File: src/design/sgoq_pkg.sv
// Package with the field layout, command codes and constants of the status groups block
package sgoq_pkg;
  localparam int SGOQ_W = 16;
  localparam int SGOQ_NGRP = 3;
  // Group selector codes
  localparam logic [1:0] SGOQ_GRP_OPER = 2'h0;
  localparam logic [1:0] SGOQ_GRP_POW = 2'h1;
  localparam logic [1:0] SGOQ_GRP_QUES = 2'h2;
  // Register selector codes within a group
  localparam logic [2:0] SGOQ_REG_COND = 3'h0;
  localparam logic [2:0] SGOQ_REG_PTR = 3'h1;
  localparam logic [2:0] SGOQ_REG_NTR = 3'h2;
  localparam logic [2:0] SGOQ_REG_EVEN = 3'h3;
  localparam logic [2:0] SGOQ_REG_ENAB = 3'h4;
  // Implemented bits per group; bit 15 and unused bits stay zero
  localparam logic [15:0] SGOQ_MASK_OPER = 16'h5f15;
  localparam logic [15:0] SGOQ_MASK_POW = 16'h0007;
  localparam logic [15:0] SGOQ_MASK_QUES = 16'h2108;
  // Reset values
  localparam logic [15:0] SGOQ_PTR_RST = 16'h7fff;
  localparam logic [15:0] SGOQ_NTR_RST = 16'h0000;
  localparam logic [15:0] SGOQ_ENAB_RST = 16'h0000;
  // Bit positions
  localparam int SGOQ_POW_FREQ_BIT = 0;
  localparam int SGOQ_POW_BELOW_BIT = 1;
  localparam int SGOQ_POW_ABOVE_BIT = 2;
  localparam int SGOQ_QUES_POW_BIT = 3;
  localparam int SGOQ_QUES_CAL_BIT = 8;
  localparam int SGOQ_QUES_INDET_BIT = 13;
  localparam int SGOQ_STB_QUES_BIT = 3;
  localparam int SGOQ_STB_AVAIL_BIT = 4;
  localparam int SGOQ_STB_OPER_BIT = 7;
  // Temperature drift limit in degrees C
  localparam logic signed [16:0] SGOQ_TEMP_DRIFT_C = 17'sd10;
  localparam int SGOQ_OQ_DEPTH = 2;
endpackage

File: src/design/sgoq_status_groups.sv
// Status register groups (operation, power, questionable) with the output queue
`timescale 1ns/1ps
// How it works
// Event register clears when queried and when the clear-status pulse arrives.
// Positive and negative transition filters are each readable by their own query.
// A filter write stores the integer as the new filter setting.
// Enable register is written, read back and held until rewritten.
// Response words stay queued until read or the queue is cleared.
// Queue hands words out first-in first-out and gives a message-available summary.
// Message-available is high while the queue holds data, low when empty.
// Later commands are held off while pending response data fills the queue.
// Power bit 2 set while temperature exceeds calibration temperature by over 10 C.
// Power bit 1 set while temperature is over 10 C below calibration temperature.
// Power bit 0 set while no calibration exists at the current frequency.
// Bit 15 and all unassigned bits of every group register read zero.
// Questionable group summary drives status byte bit 3.
// Questionable group takes the calibration group summary as an input.
// Questionable bit 3 carries the power group summary.
// Operation group summary drives status byte bit 7.
// Event bit latches on filtered rising or falling edges of its condition bit.
// Group summary is the OR of event bits ANDed with enable bits.
// Condition register tracks live inputs; reading it changes nothing else.
module sgoq_status_groups #(
  parameter int DEPTH = sgoq_pkg::SGOQ_OQ_DEPTH // Output queue entries
) (
  input wire logic ref_clk, // 40 MHz system clock
  input wire logic rst_n, // Asynchronous reset, active low
  input wire logic [sgoq_pkg::SGOQ_W-1:0] oper_cond_in, // Operation condition sources
  input wire logic signed [15:0] temp_now, // Present temperature, degrees C
  input wire logic signed [15:0] temp_cal, // Temperature at calibration, degrees C
  input wire logic freq_uncal, // No power calibration at current frequency
  input wire logic cal_group_summary_bit, // Calibration group summary message
  input wire logic indet_result, // Indeterminate measurement result
  input wire logic cmd_valid, // Status command offered
  output logic cmd_ready, // Command can be taken this cycle
  input wire logic cmd_write, // 1 = write, 0 = query
  input wire logic [1:0] cmd_group, // Group selector
  input wire logic [2:0] cmd_reg, // Register selector
  input wire logic [sgoq_pkg::SGOQ_W-1:0] cmd_wdata, // Integer written
  input wire logic clear_status, // Clear-status pulse
  input wire logic oq_clear, // Output queue clear pulse
  output logic resp_valid, // Head of output queue valid
  input wire logic resp_ready, // Controller takes the head word
  output logic [sgoq_pkg::SGOQ_W-1:0] resp_data, // Head of output queue
  output logic message_available_flag, // Status byte bit 4
  output logic stb_ques_summary, // Status byte bit 3
  output logic stb_oper_summary // Status byte bit 7
);
  import sgoq_pkg::*;

  typedef logic [SGOQ_W-1:0] sgoq_word_t;

  // Implemented-bit mask for a group
  function automatic sgoq_word_t sgoq_mask(input int g);
    case (g)
      0: sgoq_mask = SGOQ_MASK_OPER;
      1: sgoq_mask = SGOQ_MASK_POW;
      2: sgoq_mask = SGOQ_MASK_QUES;
      default: sgoq_mask = '0;
    endcase
  endfunction

  // Two-flop synchronisers for everything arriving from outside the clock domain
  sgoq_word_t oper_s1_q, oper_s2_q;
  logic signed [15:0] tnow_s1_q, tnow_s2_q, tcal_s1_q, tcal_s2_q;
  logic [2:0] misc_s1_q, misc_s2_q;
  always_ff @(posedge ref_clk or negedge rst_n) begin
    if (!rst_n) begin
      oper_s1_q <= '0;
      oper_s2_q <= '0;
      tnow_s1_q <= '0;
      tnow_s2_q <= '0;
      tcal_s1_q <= '0;
      tcal_s2_q <= '0;
      misc_s1_q <= '0;
      misc_s2_q <= '0;
    end else begin
      oper_s1_q <= oper_cond_in;
      oper_s2_q <= oper_s1_q;
      tnow_s1_q <= temp_now;
      tnow_s2_q <= tnow_s1_q;
      tcal_s1_q <= temp_cal;
      tcal_s2_q <= tcal_s1_q;
      misc_s1_q <= {indet_result, cal_group_summary_bit, freq_uncal};
      misc_s2_q <= misc_s1_q;
    end
  end

  // Temperature drift; 17 bits so the difference cannot wrap
  wire logic signed [16:0] drift = 17'(tnow_s2_q) - 17'(tcal_s2_q);
  wire logic pow_above = drift > SGOQ_TEMP_DRIFT_C;
  wire logic pow_below = drift < -SGOQ_TEMP_DRIFT_C;

  // Group registers, one set per group
  sgoq_word_t cond [SGOQ_NGRP];
  sgoq_word_t prev_q [SGOQ_NGRP];
  sgoq_word_t ptr_q [SGOQ_NGRP];
  sgoq_word_t ntr_q [SGOQ_NGRP];
  sgoq_word_t ev_q [SGOQ_NGRP];
  sgoq_word_t en_q [SGOQ_NGRP];
  logic [SGOQ_NGRP-1:0] group_summary_bit;

  // Live condition words; the power summary feeds the questionable group
  sgoq_word_t pow_raw, ques_raw;
  always_comb begin
    pow_raw = '0;
    pow_raw[SGOQ_POW_FREQ_BIT] = misc_s2_q[0];
    pow_raw[SGOQ_POW_BELOW_BIT] = pow_below;
    pow_raw[SGOQ_POW_ABOVE_BIT] = pow_above;
    ques_raw = '0;
    ques_raw[SGOQ_QUES_POW_BIT] = group_summary_bit[1];
    ques_raw[SGOQ_QUES_CAL_BIT] = misc_s2_q[1];
    ques_raw[SGOQ_QUES_INDET_BIT] = misc_s2_q[2];
  end
  assign cond[0] = oper_s2_q & SGOQ_MASK_OPER;
  assign cond[1] = pow_raw & SGOQ_MASK_POW;
  assign cond[2] = ques_raw & SGOQ_MASK_QUES;

  // Command acceptance and decode
  logic cmd_ready_q;
  wire logic take = cmd_valid && cmd_ready_q;
  wire logic take_wr = take && cmd_write;
  wire logic take_rd = take && !cmd_write;

  genvar g;
  generate
    for (g = 0; g < SGOQ_NGRP; g++) begin : g_grp
      wire logic hit = (cmd_group == 2'(g));
      wire logic wr_ptr = take_wr && hit && (cmd_reg == SGOQ_REG_PTR);
      wire logic wr_ntr = take_wr && hit && (cmd_reg == SGOQ_REG_NTR);
      wire logic wr_en = take_wr && hit && (cmd_reg == SGOQ_REG_ENAB);
      wire logic rd_ev = take_rd && hit && (cmd_reg == SGOQ_REG_EVEN);
      // Filtered edges; a new edge beats a clear in the same cycle
      wire sgoq_word_t ev_set = (cond[g] & ~prev_q[g] & ptr_q[g]) |
                                (~cond[g] & prev_q[g] & ntr_q[g]);
      wire logic ev_clr = rd_ev || clear_status;
      assign group_summary_bit[g] = |(ev_q[g] & en_q[g]);
      // Filter, enable and event storage
      always_ff @(posedge ref_clk or negedge rst_n) begin
        if (!rst_n) begin
          prev_q[g] <= '0;
          ptr_q[g] <= SGOQ_PTR_RST & sgoq_mask(g);
          ntr_q[g] <= SGOQ_NTR_RST;
          en_q[g] <= SGOQ_ENAB_RST;
          ev_q[g] <= '0;
        end else begin
          prev_q[g] <= cond[g];
          if (wr_ptr) ptr_q[g] <= cmd_wdata & sgoq_mask(g);
          if (wr_ntr) ntr_q[g] <= cmd_wdata & sgoq_mask(g);
          if (wr_en) en_q[g] <= cmd_wdata & sgoq_mask(g);
          ev_q[g] <= ((ev_clr ? '0 : ev_q[g]) | ev_set) & sgoq_mask(g);
        end
      end
    end
  endgenerate

  // Query answer mux; reading condition or filters has no side effect
  sgoq_word_t rd_word;
  always_comb begin
    rd_word = '0;
    if (cmd_group < 2'(SGOQ_NGRP)) begin
      case (cmd_reg)
        SGOQ_REG_COND: rd_word = cond[cmd_group];
        SGOQ_REG_PTR: rd_word = ptr_q[cmd_group];
        SGOQ_REG_NTR: rd_word = ntr_q[cmd_group];
        SGOQ_REG_EVEN: rd_word = ev_q[cmd_group];
        SGOQ_REG_ENAB: rd_word = en_q[cmd_group];
        default: rd_word = '0;
      endcase
    end
  end

  // Output queue: shift buffer, head always in slot 0 so outputs come from flops.
  // Depth is small, so shifting costs little and avoids a read mux on the output.
  localparam int CW = $clog2(DEPTH + 1);
  sgoq_word_t mem_q [DEPTH];
  logic [CW-1:0] cnt_q, cnt_d;
  logic resp_valid_q, msg_avail_q, ques_q, oper_q;
  wire logic pop = resp_valid_q && resp_ready && !oq_clear;
  wire logic push = take_rd && !oq_clear;
  wire logic [CW-1:0] wr_idx = cnt_q - CW'(pop);
  always_comb begin
    cnt_d = cnt_q;
    if (oq_clear) cnt_d = '0;
    else if (push && !pop) cnt_d = cnt_q + CW'(1);
    else if (pop && !push) cnt_d = cnt_q - CW'(1);
  end

  genvar i;
  generate
    for (i = 0; i < DEPTH; i++) begin : g_slot
      wire sgoq_word_t above = (i + 1 < DEPTH) ? mem_q[(i + 1) % DEPTH] : '0;
      always_ff @(posedge ref_clk or negedge rst_n) begin
        if (!rst_n) mem_q[i] <= '0;
        else if (push && wr_idx == CW'(i)) mem_q[i] <= rd_word;
        else if (pop) mem_q[i] <= above;
      end
    end
  endgenerate

  // Queue count, flags and status byte summaries, all registered
  always_ff @(posedge ref_clk or negedge rst_n) begin
    if (!rst_n) begin
      cnt_q <= '0;
      cmd_ready_q <= 1'b0;
      resp_valid_q <= 1'b0;
      msg_avail_q <= 1'b0;
      ques_q <= 1'b0;
      oper_q <= 1'b0;
    end else begin
      cnt_q <= cnt_d;
      cmd_ready_q <= (cnt_d != CW'(DEPTH));
      resp_valid_q <= (cnt_d != '0);
      msg_avail_q <= (cnt_d != '0);
      ques_q <= group_summary_bit[2];
      oper_q <= group_summary_bit[0];
    end
  end

  assign cmd_ready = cmd_ready_q;
  assign resp_valid = resp_valid_q;
  assign resp_data = mem_q[0];
  assign message_available_flag = msg_avail_q;
  assign stb_ques_summary = ques_q;
  assign stb_oper_summary = oper_q;

  // Checks on the design's own behaviour
  property p_ev_clear;
    @(posedge ref_clk) disable iff (!rst_n)
      (clear_status && !oq_clear && cond[2] == prev_q[2]) |=> (ev_q[2] == '0);
  endproperty
  a_ev_clear: assert property (p_ev_clear) else $error("event not cleared");

  property p_ptr_store;
    @(posedge ref_clk) disable iff (!rst_n)
      (take_wr && cmd_group == SGOQ_GRP_POW && cmd_reg == SGOQ_REG_PTR)
      |=> (ptr_q[1] == ($past(cmd_wdata) & SGOQ_MASK_POW));
  endproperty
  a_ptr_store: assert property (p_ptr_store) else $error("filter not stored");

  property p_en_hold;
    @(posedge ref_clk) disable iff (!rst_n)
      !(take_wr && cmd_group == SGOQ_GRP_OPER && cmd_reg == SGOQ_REG_ENAB)
      |=> $stable(en_q[0]);
  endproperty
  a_en_hold: assert property (p_en_hold) else $error("enable changed");

  property p_msg_avail;
    @(posedge ref_clk) disable iff (!rst_n)
      message_available_flag == (cnt_q != '0);
  endproperty
  a_msg_avail: assert property (p_msg_avail) else $error("message-available mismatch");

  property p_full_stall;
    @(posedge ref_clk) disable iff (!rst_n)
      (cnt_q == CW'(DEPTH)) |-> !cmd_ready;
  endproperty
  a_full_stall: assert property (p_full_stall) else $error("accepted while full");

  property p_hold_head;
    @(posedge ref_clk) disable iff (!rst_n)
      (resp_valid && !resp_ready && !oq_clear) |=> (resp_valid && $stable(resp_data));
  endproperty
  a_hold_head: assert property (p_hold_head) else $error("head word lost");

  property p_above;
    @(posedge ref_clk) disable iff (!rst_n)
      cond[1][SGOQ_POW_ABOVE_BIT] ==
        (int'(tnow_s2_q) - int'(tcal_s2_q) > int'(SGOQ_TEMP_DRIFT_C));
  endproperty
  a_above: assert property (p_above) else $error("above-temperature bit wrong");

  property p_below;
    @(posedge ref_clk) disable iff (!rst_n)
      cond[1][SGOQ_POW_BELOW_BIT] ==
        (int'(tnow_s2_q) - int'(tcal_s2_q) < -int'(SGOQ_TEMP_DRIFT_C));
  endproperty
  a_below: assert property (p_below) else $error("below-temperature bit wrong");

  property p_bit15;
    @(posedge ref_clk) disable iff (!rst_n)
      !ev_q[0][15] && !en_q[2][15] && !ptr_q[1][15] && !resp_data[15];
  endproperty
  a_bit15: assert property (p_bit15) else $error("bit 15 set");

  property p_ques_sum;
    @(posedge ref_clk) disable iff (!rst_n)
      1'b1 |=> (stb_ques_summary == $past(|(ev_q[2] & en_q[2])));
  endproperty
  a_ques_sum: assert property (p_ques_sum) else $error("questionable summary wrong");

  property p_edge_latch;
    @(posedge ref_clk) disable iff (!rst_n)
      (cond[0][0] && !prev_q[0][0] && ptr_q[0][0]) |=> ev_q[0][0];
  endproperty
  a_edge_latch: assert property (p_edge_latch) else $error("rising edge not latched");

  property p_ev_query;
    @(posedge ref_clk) disable iff (!rst_n)
      (take_rd && cmd_group == SGOQ_GRP_POW && cmd_reg == SGOQ_REG_EVEN && cond[1] == prev_q[1])
      |=> (ev_q[1] == '0);
  endproperty
  a_ev_query: assert property (p_ev_query) else $error("event not cleared by query");

  property p_filter_read;
    @(posedge ref_clk) disable iff (!rst_n)
      (take_rd && !oq_clear && cmd_group == SGOQ_GRP_QUES && cmd_reg == SGOQ_REG_NTR &&
       cnt_q == '0) |=> (resp_data == $past(ntr_q[2]));
  endproperty
  a_filter_read: assert property (p_filter_read) else $error("filter query wrong");

  property p_cond_read;
    @(posedge ref_clk) disable iff (!rst_n)
      (take_rd && cmd_reg == SGOQ_REG_COND)
      |=> ($stable(ptr_q[0]) && $stable(ntr_q[0]) && $stable(en_q[0]));
  endproperty
  a_cond_read: assert property (p_cond_read) else $error("query side effect");

  // The sync pipe is two deep, so input and condition agree only two edges after reset
  property p_freq_bit;
    @(posedge ref_clk) disable iff (!rst_n)
      $past(rst_n, 2) |-> (cond[1][SGOQ_POW_FREQ_BIT] == $past(freq_uncal, 2));
  endproperty
  a_freq_bit: assert property (p_freq_bit) else $error("frequency bit wrong");

  property p_ques_inputs;
    @(posedge ref_clk) disable iff (!rst_n)
      $past(rst_n, 2) |-> (cond[2][SGOQ_QUES_CAL_BIT] == $past(cal_group_summary_bit, 2));
  endproperty
  a_ques_inputs: assert property (p_ques_inputs) else $error("calibration bit wrong");

  property p_ques_pow;
    @(posedge ref_clk) disable iff (!rst_n)
      cond[2][SGOQ_QUES_POW_BIT] == |(ev_q[1] & en_q[1]);
  endproperty
  a_ques_pow: assert property (p_ques_pow) else $error("power summary missing");

  property p_oper_sum;
    @(posedge ref_clk) disable iff (!rst_n)
      1'b1 |=> (stb_oper_summary == $past(|(ev_q[0] & en_q[0])));
  endproperty
  a_oper_sum: assert property (p_oper_sum) else $error("operation summary wrong");

  property p_fifo_order;
    @(posedge ref_clk) disable iff (!rst_n)
      (pop && cnt_q > CW'(1)) |=> (resp_valid && resp_data == $past(mem_q[1 % DEPTH]));
  endproperty
  a_fifo_order: assert property (p_fifo_order) else $error("queue order broken");

  property p_queue_clear;
    @(posedge ref_clk) disable iff (!rst_n)
      oq_clear |=> (!resp_valid && !message_available_flag);
  endproperty
  a_queue_clear: assert property (p_queue_clear) else $error("queue not emptied");
endmodule // sgoq_status_groups

File: config.mk
export PLATFORM = sky130hd
export DESIGN_NAME = sgoq_status_groups
export DESIGN_NICKNAME = d
export VERILOG_FILES = /design/src/design/sgoq_pkg.sv /design/src/design/sgoq_status_groups.sv
export SDC_FILE = /design/constraint.sdc
export NUM_CORES = 1
export LEC_CHECK = 0
export ABC_AREA = 0
export BUFFER_PORTS_ARGS = -buffer_cell sky130_fd_sc_hd__buf_2
export CAP_MARGIN = 0
export CORE_MARGIN = 1.5
export CORE_UTILIZATION = 50
export DETAILED_ROUTE_END_ITERATION = 10
export PLACE_DENSITY_LB_ADDON = 0.05
export SYNTH_ARGS = -nofsm -noshare
export SYNTH_HDL_FRONTEND = slang
export SYNTH_SLANG_ARGS = --single-unit
export TNS_END_PERCENT = 10
File: constraint.sdc
create_clock -name ref_clk -period 3.35 [get_ports ref_clk]
set_input_delay 0.1675 -clock ref_clk [delete_from_list [all_inputs] [get_ports ref_clk]]
set_output_delay 0.1675 -clock ref_clk [all_outputs]
set_load 0.01 [all_outputs]
==> results by group <==
CTS
  • Sink Count: approximately 190
  • TritonCTS buffer count: 17
  • Worst-path clk slew: approximately 70 ps
  • Post-CTS Setup Bufs: 0
  • Max clock buf depth: 2
  • Worst-Skew Late Latency: about 430 ps
  • Cts hold-fix bufs: 53
  • Post_cts resized: 0
  • CTS H-tree depth: 4
  • Root buf cell: clkbuf_16
  • TritonCTS clock tree: done

STA
  • Max Clock Freq: ~320 MHz
  • Final hold vios: 0
  • Clock skew: around 7 ps
  • Worst hold slack: between 20 and 25 ps
  • RSZ-0062 raised after global routing: false
  • Post-route clock period utilization: between 90% and 100%
  • Tmin final: between 3000 and 4000 ps
  • Setup_tns: 0 ps
  • Slew Viols, Final: 0
  • # setup viols final: 0
  • Worst-Margin Slew: roughly 790 ps
  • Slew margin rel.: a little under half

Setup path
  • Reg-to-reg slack, setup: 260 ps
  • FF-to-FF path depth: 12
  • Reg-to-Reg End: resp_data[2]$_DFFE_PN0P_
  • Worst setup path start: tnow_s2_q[0]$_DFF_PN0_
  • Slowest-stage cell, CP: o31ai_2
  • Worst setup SP type: register
  • Reg-to-Reg Start: tnow_s2_q[0]$_DFF_PN0_
  • Critical path endpoint category: register
  • Crit path capture: resp_data[2]$_DFFE_PN0P_
  • CP Max Fanout: 4
  • Worst path max stage delay: around 380 ps
  • CP Cell Sequence: inv_1 > ha_1 > fa_1 > and2b_1 > o31ai_2 > a2111oi_0 > a311o_1 > a31o_1 > nor4_2 > a41oi_2 > a211oi_1 > a31oi_1
  • WP data required: approximately 3700 ps
  • Crit Path Class: reg2reg
  • Worst EP arrival: 3390 ps

Floorplanning
  • Initial Util: 51.5%
  • DIE WIDTH: around 130 um
  • Ports: 100
  • Core footprint: approximately 0.016 sq mm
  • Die H: about 130 um
  • Die Area: 0.0172 sq mm
  • Std-Cell Rows: 46

Cells and area
  • Share of layout cells above drive strength 1: around a quarter
  • Final Core Density: a little over three fifths
  • Filler cells: ~1,400
  • NumNets Final: between 900 and 1,000
  • Area grow syn2layout: 21.9%
  • ANT cells: 0
  • Finished layout cell area: approximately 0.010 sq mm

Synthesis
  • Register area share after synthesis: 59.0%
  • Unique masters post-synth: 72
  • Synth warn: 0
  • Seq cells post-synth: approximately 190
  • Post-Syn Area: 0.00822 sq mm
  • Synth area leader: dfrtp_1
  • Most frequent cell after synthesis: dfrtp_1
  • Fraction of registers with async set/reset: between 90% and 100%
  • Synth top area cells: dfrtp_1 54%, mux2_2 6.6%, dfstp_2 4.8%, nand2_1 4.2%, ha_1 2.6%
  • Post-synth top cells: 178 x dfrtp_1, 93 x nand2_1, 48 x mux2_2, 32 x o21ai_0
  • Post-synth top area share: between 50% and 60%
  • Cells after Synth: ~700
  • Post-synth EDFFs: 0
  • Post-synthesis area per instance: between 10 and 15 sq um
  • Synth Flop Type: dfrtp_1

Min path
  • Worst hold path class: in2reg

Global routing
  • Largest net degree at the start of global routing: between 70 and 80
  • Gr usage total: 21.7%
  • First-pass GRT wire length: 29,700 um
  • Remaining Overflow, GRT: 0
  • Initial antenna violation count: 1
  • Vias in the first global route: approximately 5,700

Placed design
  • Port bufs: 84
  • GP Congestion: approximately 0.9
  • Placed cell areas: between 0.008 and 0.009 sq mm
  • Post-DP HPWL: around 12,000 um

Route
  • First DRT Iteration DRCs: 354
  • Post-Route WL: approximately 17,000 um
  • DR WL/cell: roughly 16 um
  • DR vias: ~5,900
  • Post-route ant nets: 0
  • Count of TritonRoute iterations in the first routing pass: 5
  • DRC Markers: 0
  • Vias per inst: around 5.5

Status
  • Run status: finished, final reports clean

Job
  • Max_cap viols: 0

Power
  • Power density over the cells: 576 mW/mm^2
  • Max VDD drop: about 420 uV
  • Lkg Pwr: 4.61 nW
==> power by group <==
group	switching [mW]	internal [mW]
Combinational	0.505	0.446
Sequential	0.173	2.62
Clock	0.927	1.10
==> layout by cell type, fill, tap and decap left out, drive strengths merged, types with 5 or more instances in the layout <==
cell,synthesis,layout
buf,8,92
a21o,6,6
xnor2,5,5
nand3,23,23
nor2,30,30
mux2,48,48
a21oi,26,26
ha,17,17
nand3b,14,14
mux2i,17,17
o21ai,34,34
a22oi,7,7
inv,30,37
o31ai,5,5
clkbuf,19,20
a31oi,11,11
dfstp,15,15
o211ai,14,14
dlygate4sd3,0,53
nand2,93,93
nor3,8,8
dfrtp,178,178
nor2b,6,6
and3,5,5
or2,5,5
==> worst min path at each step <==
stage	startpoint	to	slack, ps	cells past startpoint
finish	cmd_wdata[9]	ptr_q[41]$_DFFE_PN1P_	20	2
global route	cmd_wdata[14]	en_q[46]$_DFFE_PN0P_	6	2
CTS	cmd_wdata[9]	ptr_q[41]$_DFFE_PN1P_	0.5	2
floorplan	rst_n	cmd_ready$_DFF_PN0_	-130	0
global placement	rst_n	tcal_s2_q[13]$_DFF_PN0_	170	1
detailed placement	rst_n	tcal_s2_q[13]$_DFF_PN0_	180	1
==> routing by layer <==
| layer | vias to the layer above | GRT usage (%) | share of wire [%] |
|---|---|---|---|
| met3 | 14 | 4.51 | 5.4 |
| met2 | 171 | 31.5 | 44 |
| met5 | - | 0 | 0 |
| met4 | 0 | 5.37 | 0.93 |
| met1 | 2929 | 33.2 | 49 |
| li1 | 2779 | - | - |
==> state kept, by name, indices dropped and copies added (netlist names), 15 cells and up <==
name	flops
tnow_s2_q	16
ptr_q	15
ntr_q	15
prev_q	15
en_q	15
ev_q	15
tcal_s1_q	16
tcal_s2_q	16
tnow_s1_q	16
==> worst max-delay path: cells and delay by family (launching register included) <==
family                     cells  cell delay [ps]
AOI/OAI and AO/OA              7             1650
adders and majority gates      2              450
buffers and inverters          1               50
and+or+nand+nor                2              460
DFF                            1              360
==> cell families after synthesis <==
logic type	share of synthesized area [%]
xor gates and xnor gates	0.959
buffers and inverters	2.83
muxes	9.75
other	0.0456
and+or+nand+nor	12.4
AOI/OAI and AO/OA	12.2
adders and majority gates	2.83
DFF	59.0
==> per-stage QoR <==
stage / cells / power (mW) / setup slack (ps)
after CTS: 1068 / 5.83 / 273
after detailed placement: 983 / 3.75 / 318
after floorplan: 701 / 3.40 / 598
final: 1068 / 5.77 / 262
after global placement: 983 / 3.71 / 376
after global routing: 1068 / 6.07 / 43.7
==> final cells by class <==
type / count / area [sq um] / share of cell area [%]
well taps: 216 / 270 / 2.70
repair buffers: 146 / 1040 / 10.4
inverters: 30 / 113 / 1.12
flip-flops and latches: 193 / 4850 / 48.4
multi-input cells: 451 / 3150 / 31.4
clock buffers: 19 / 453 / 4.52
clock inverters: 13 / 143 / 1.42
No activity file was read; power rests on OpenSTA's default activity.
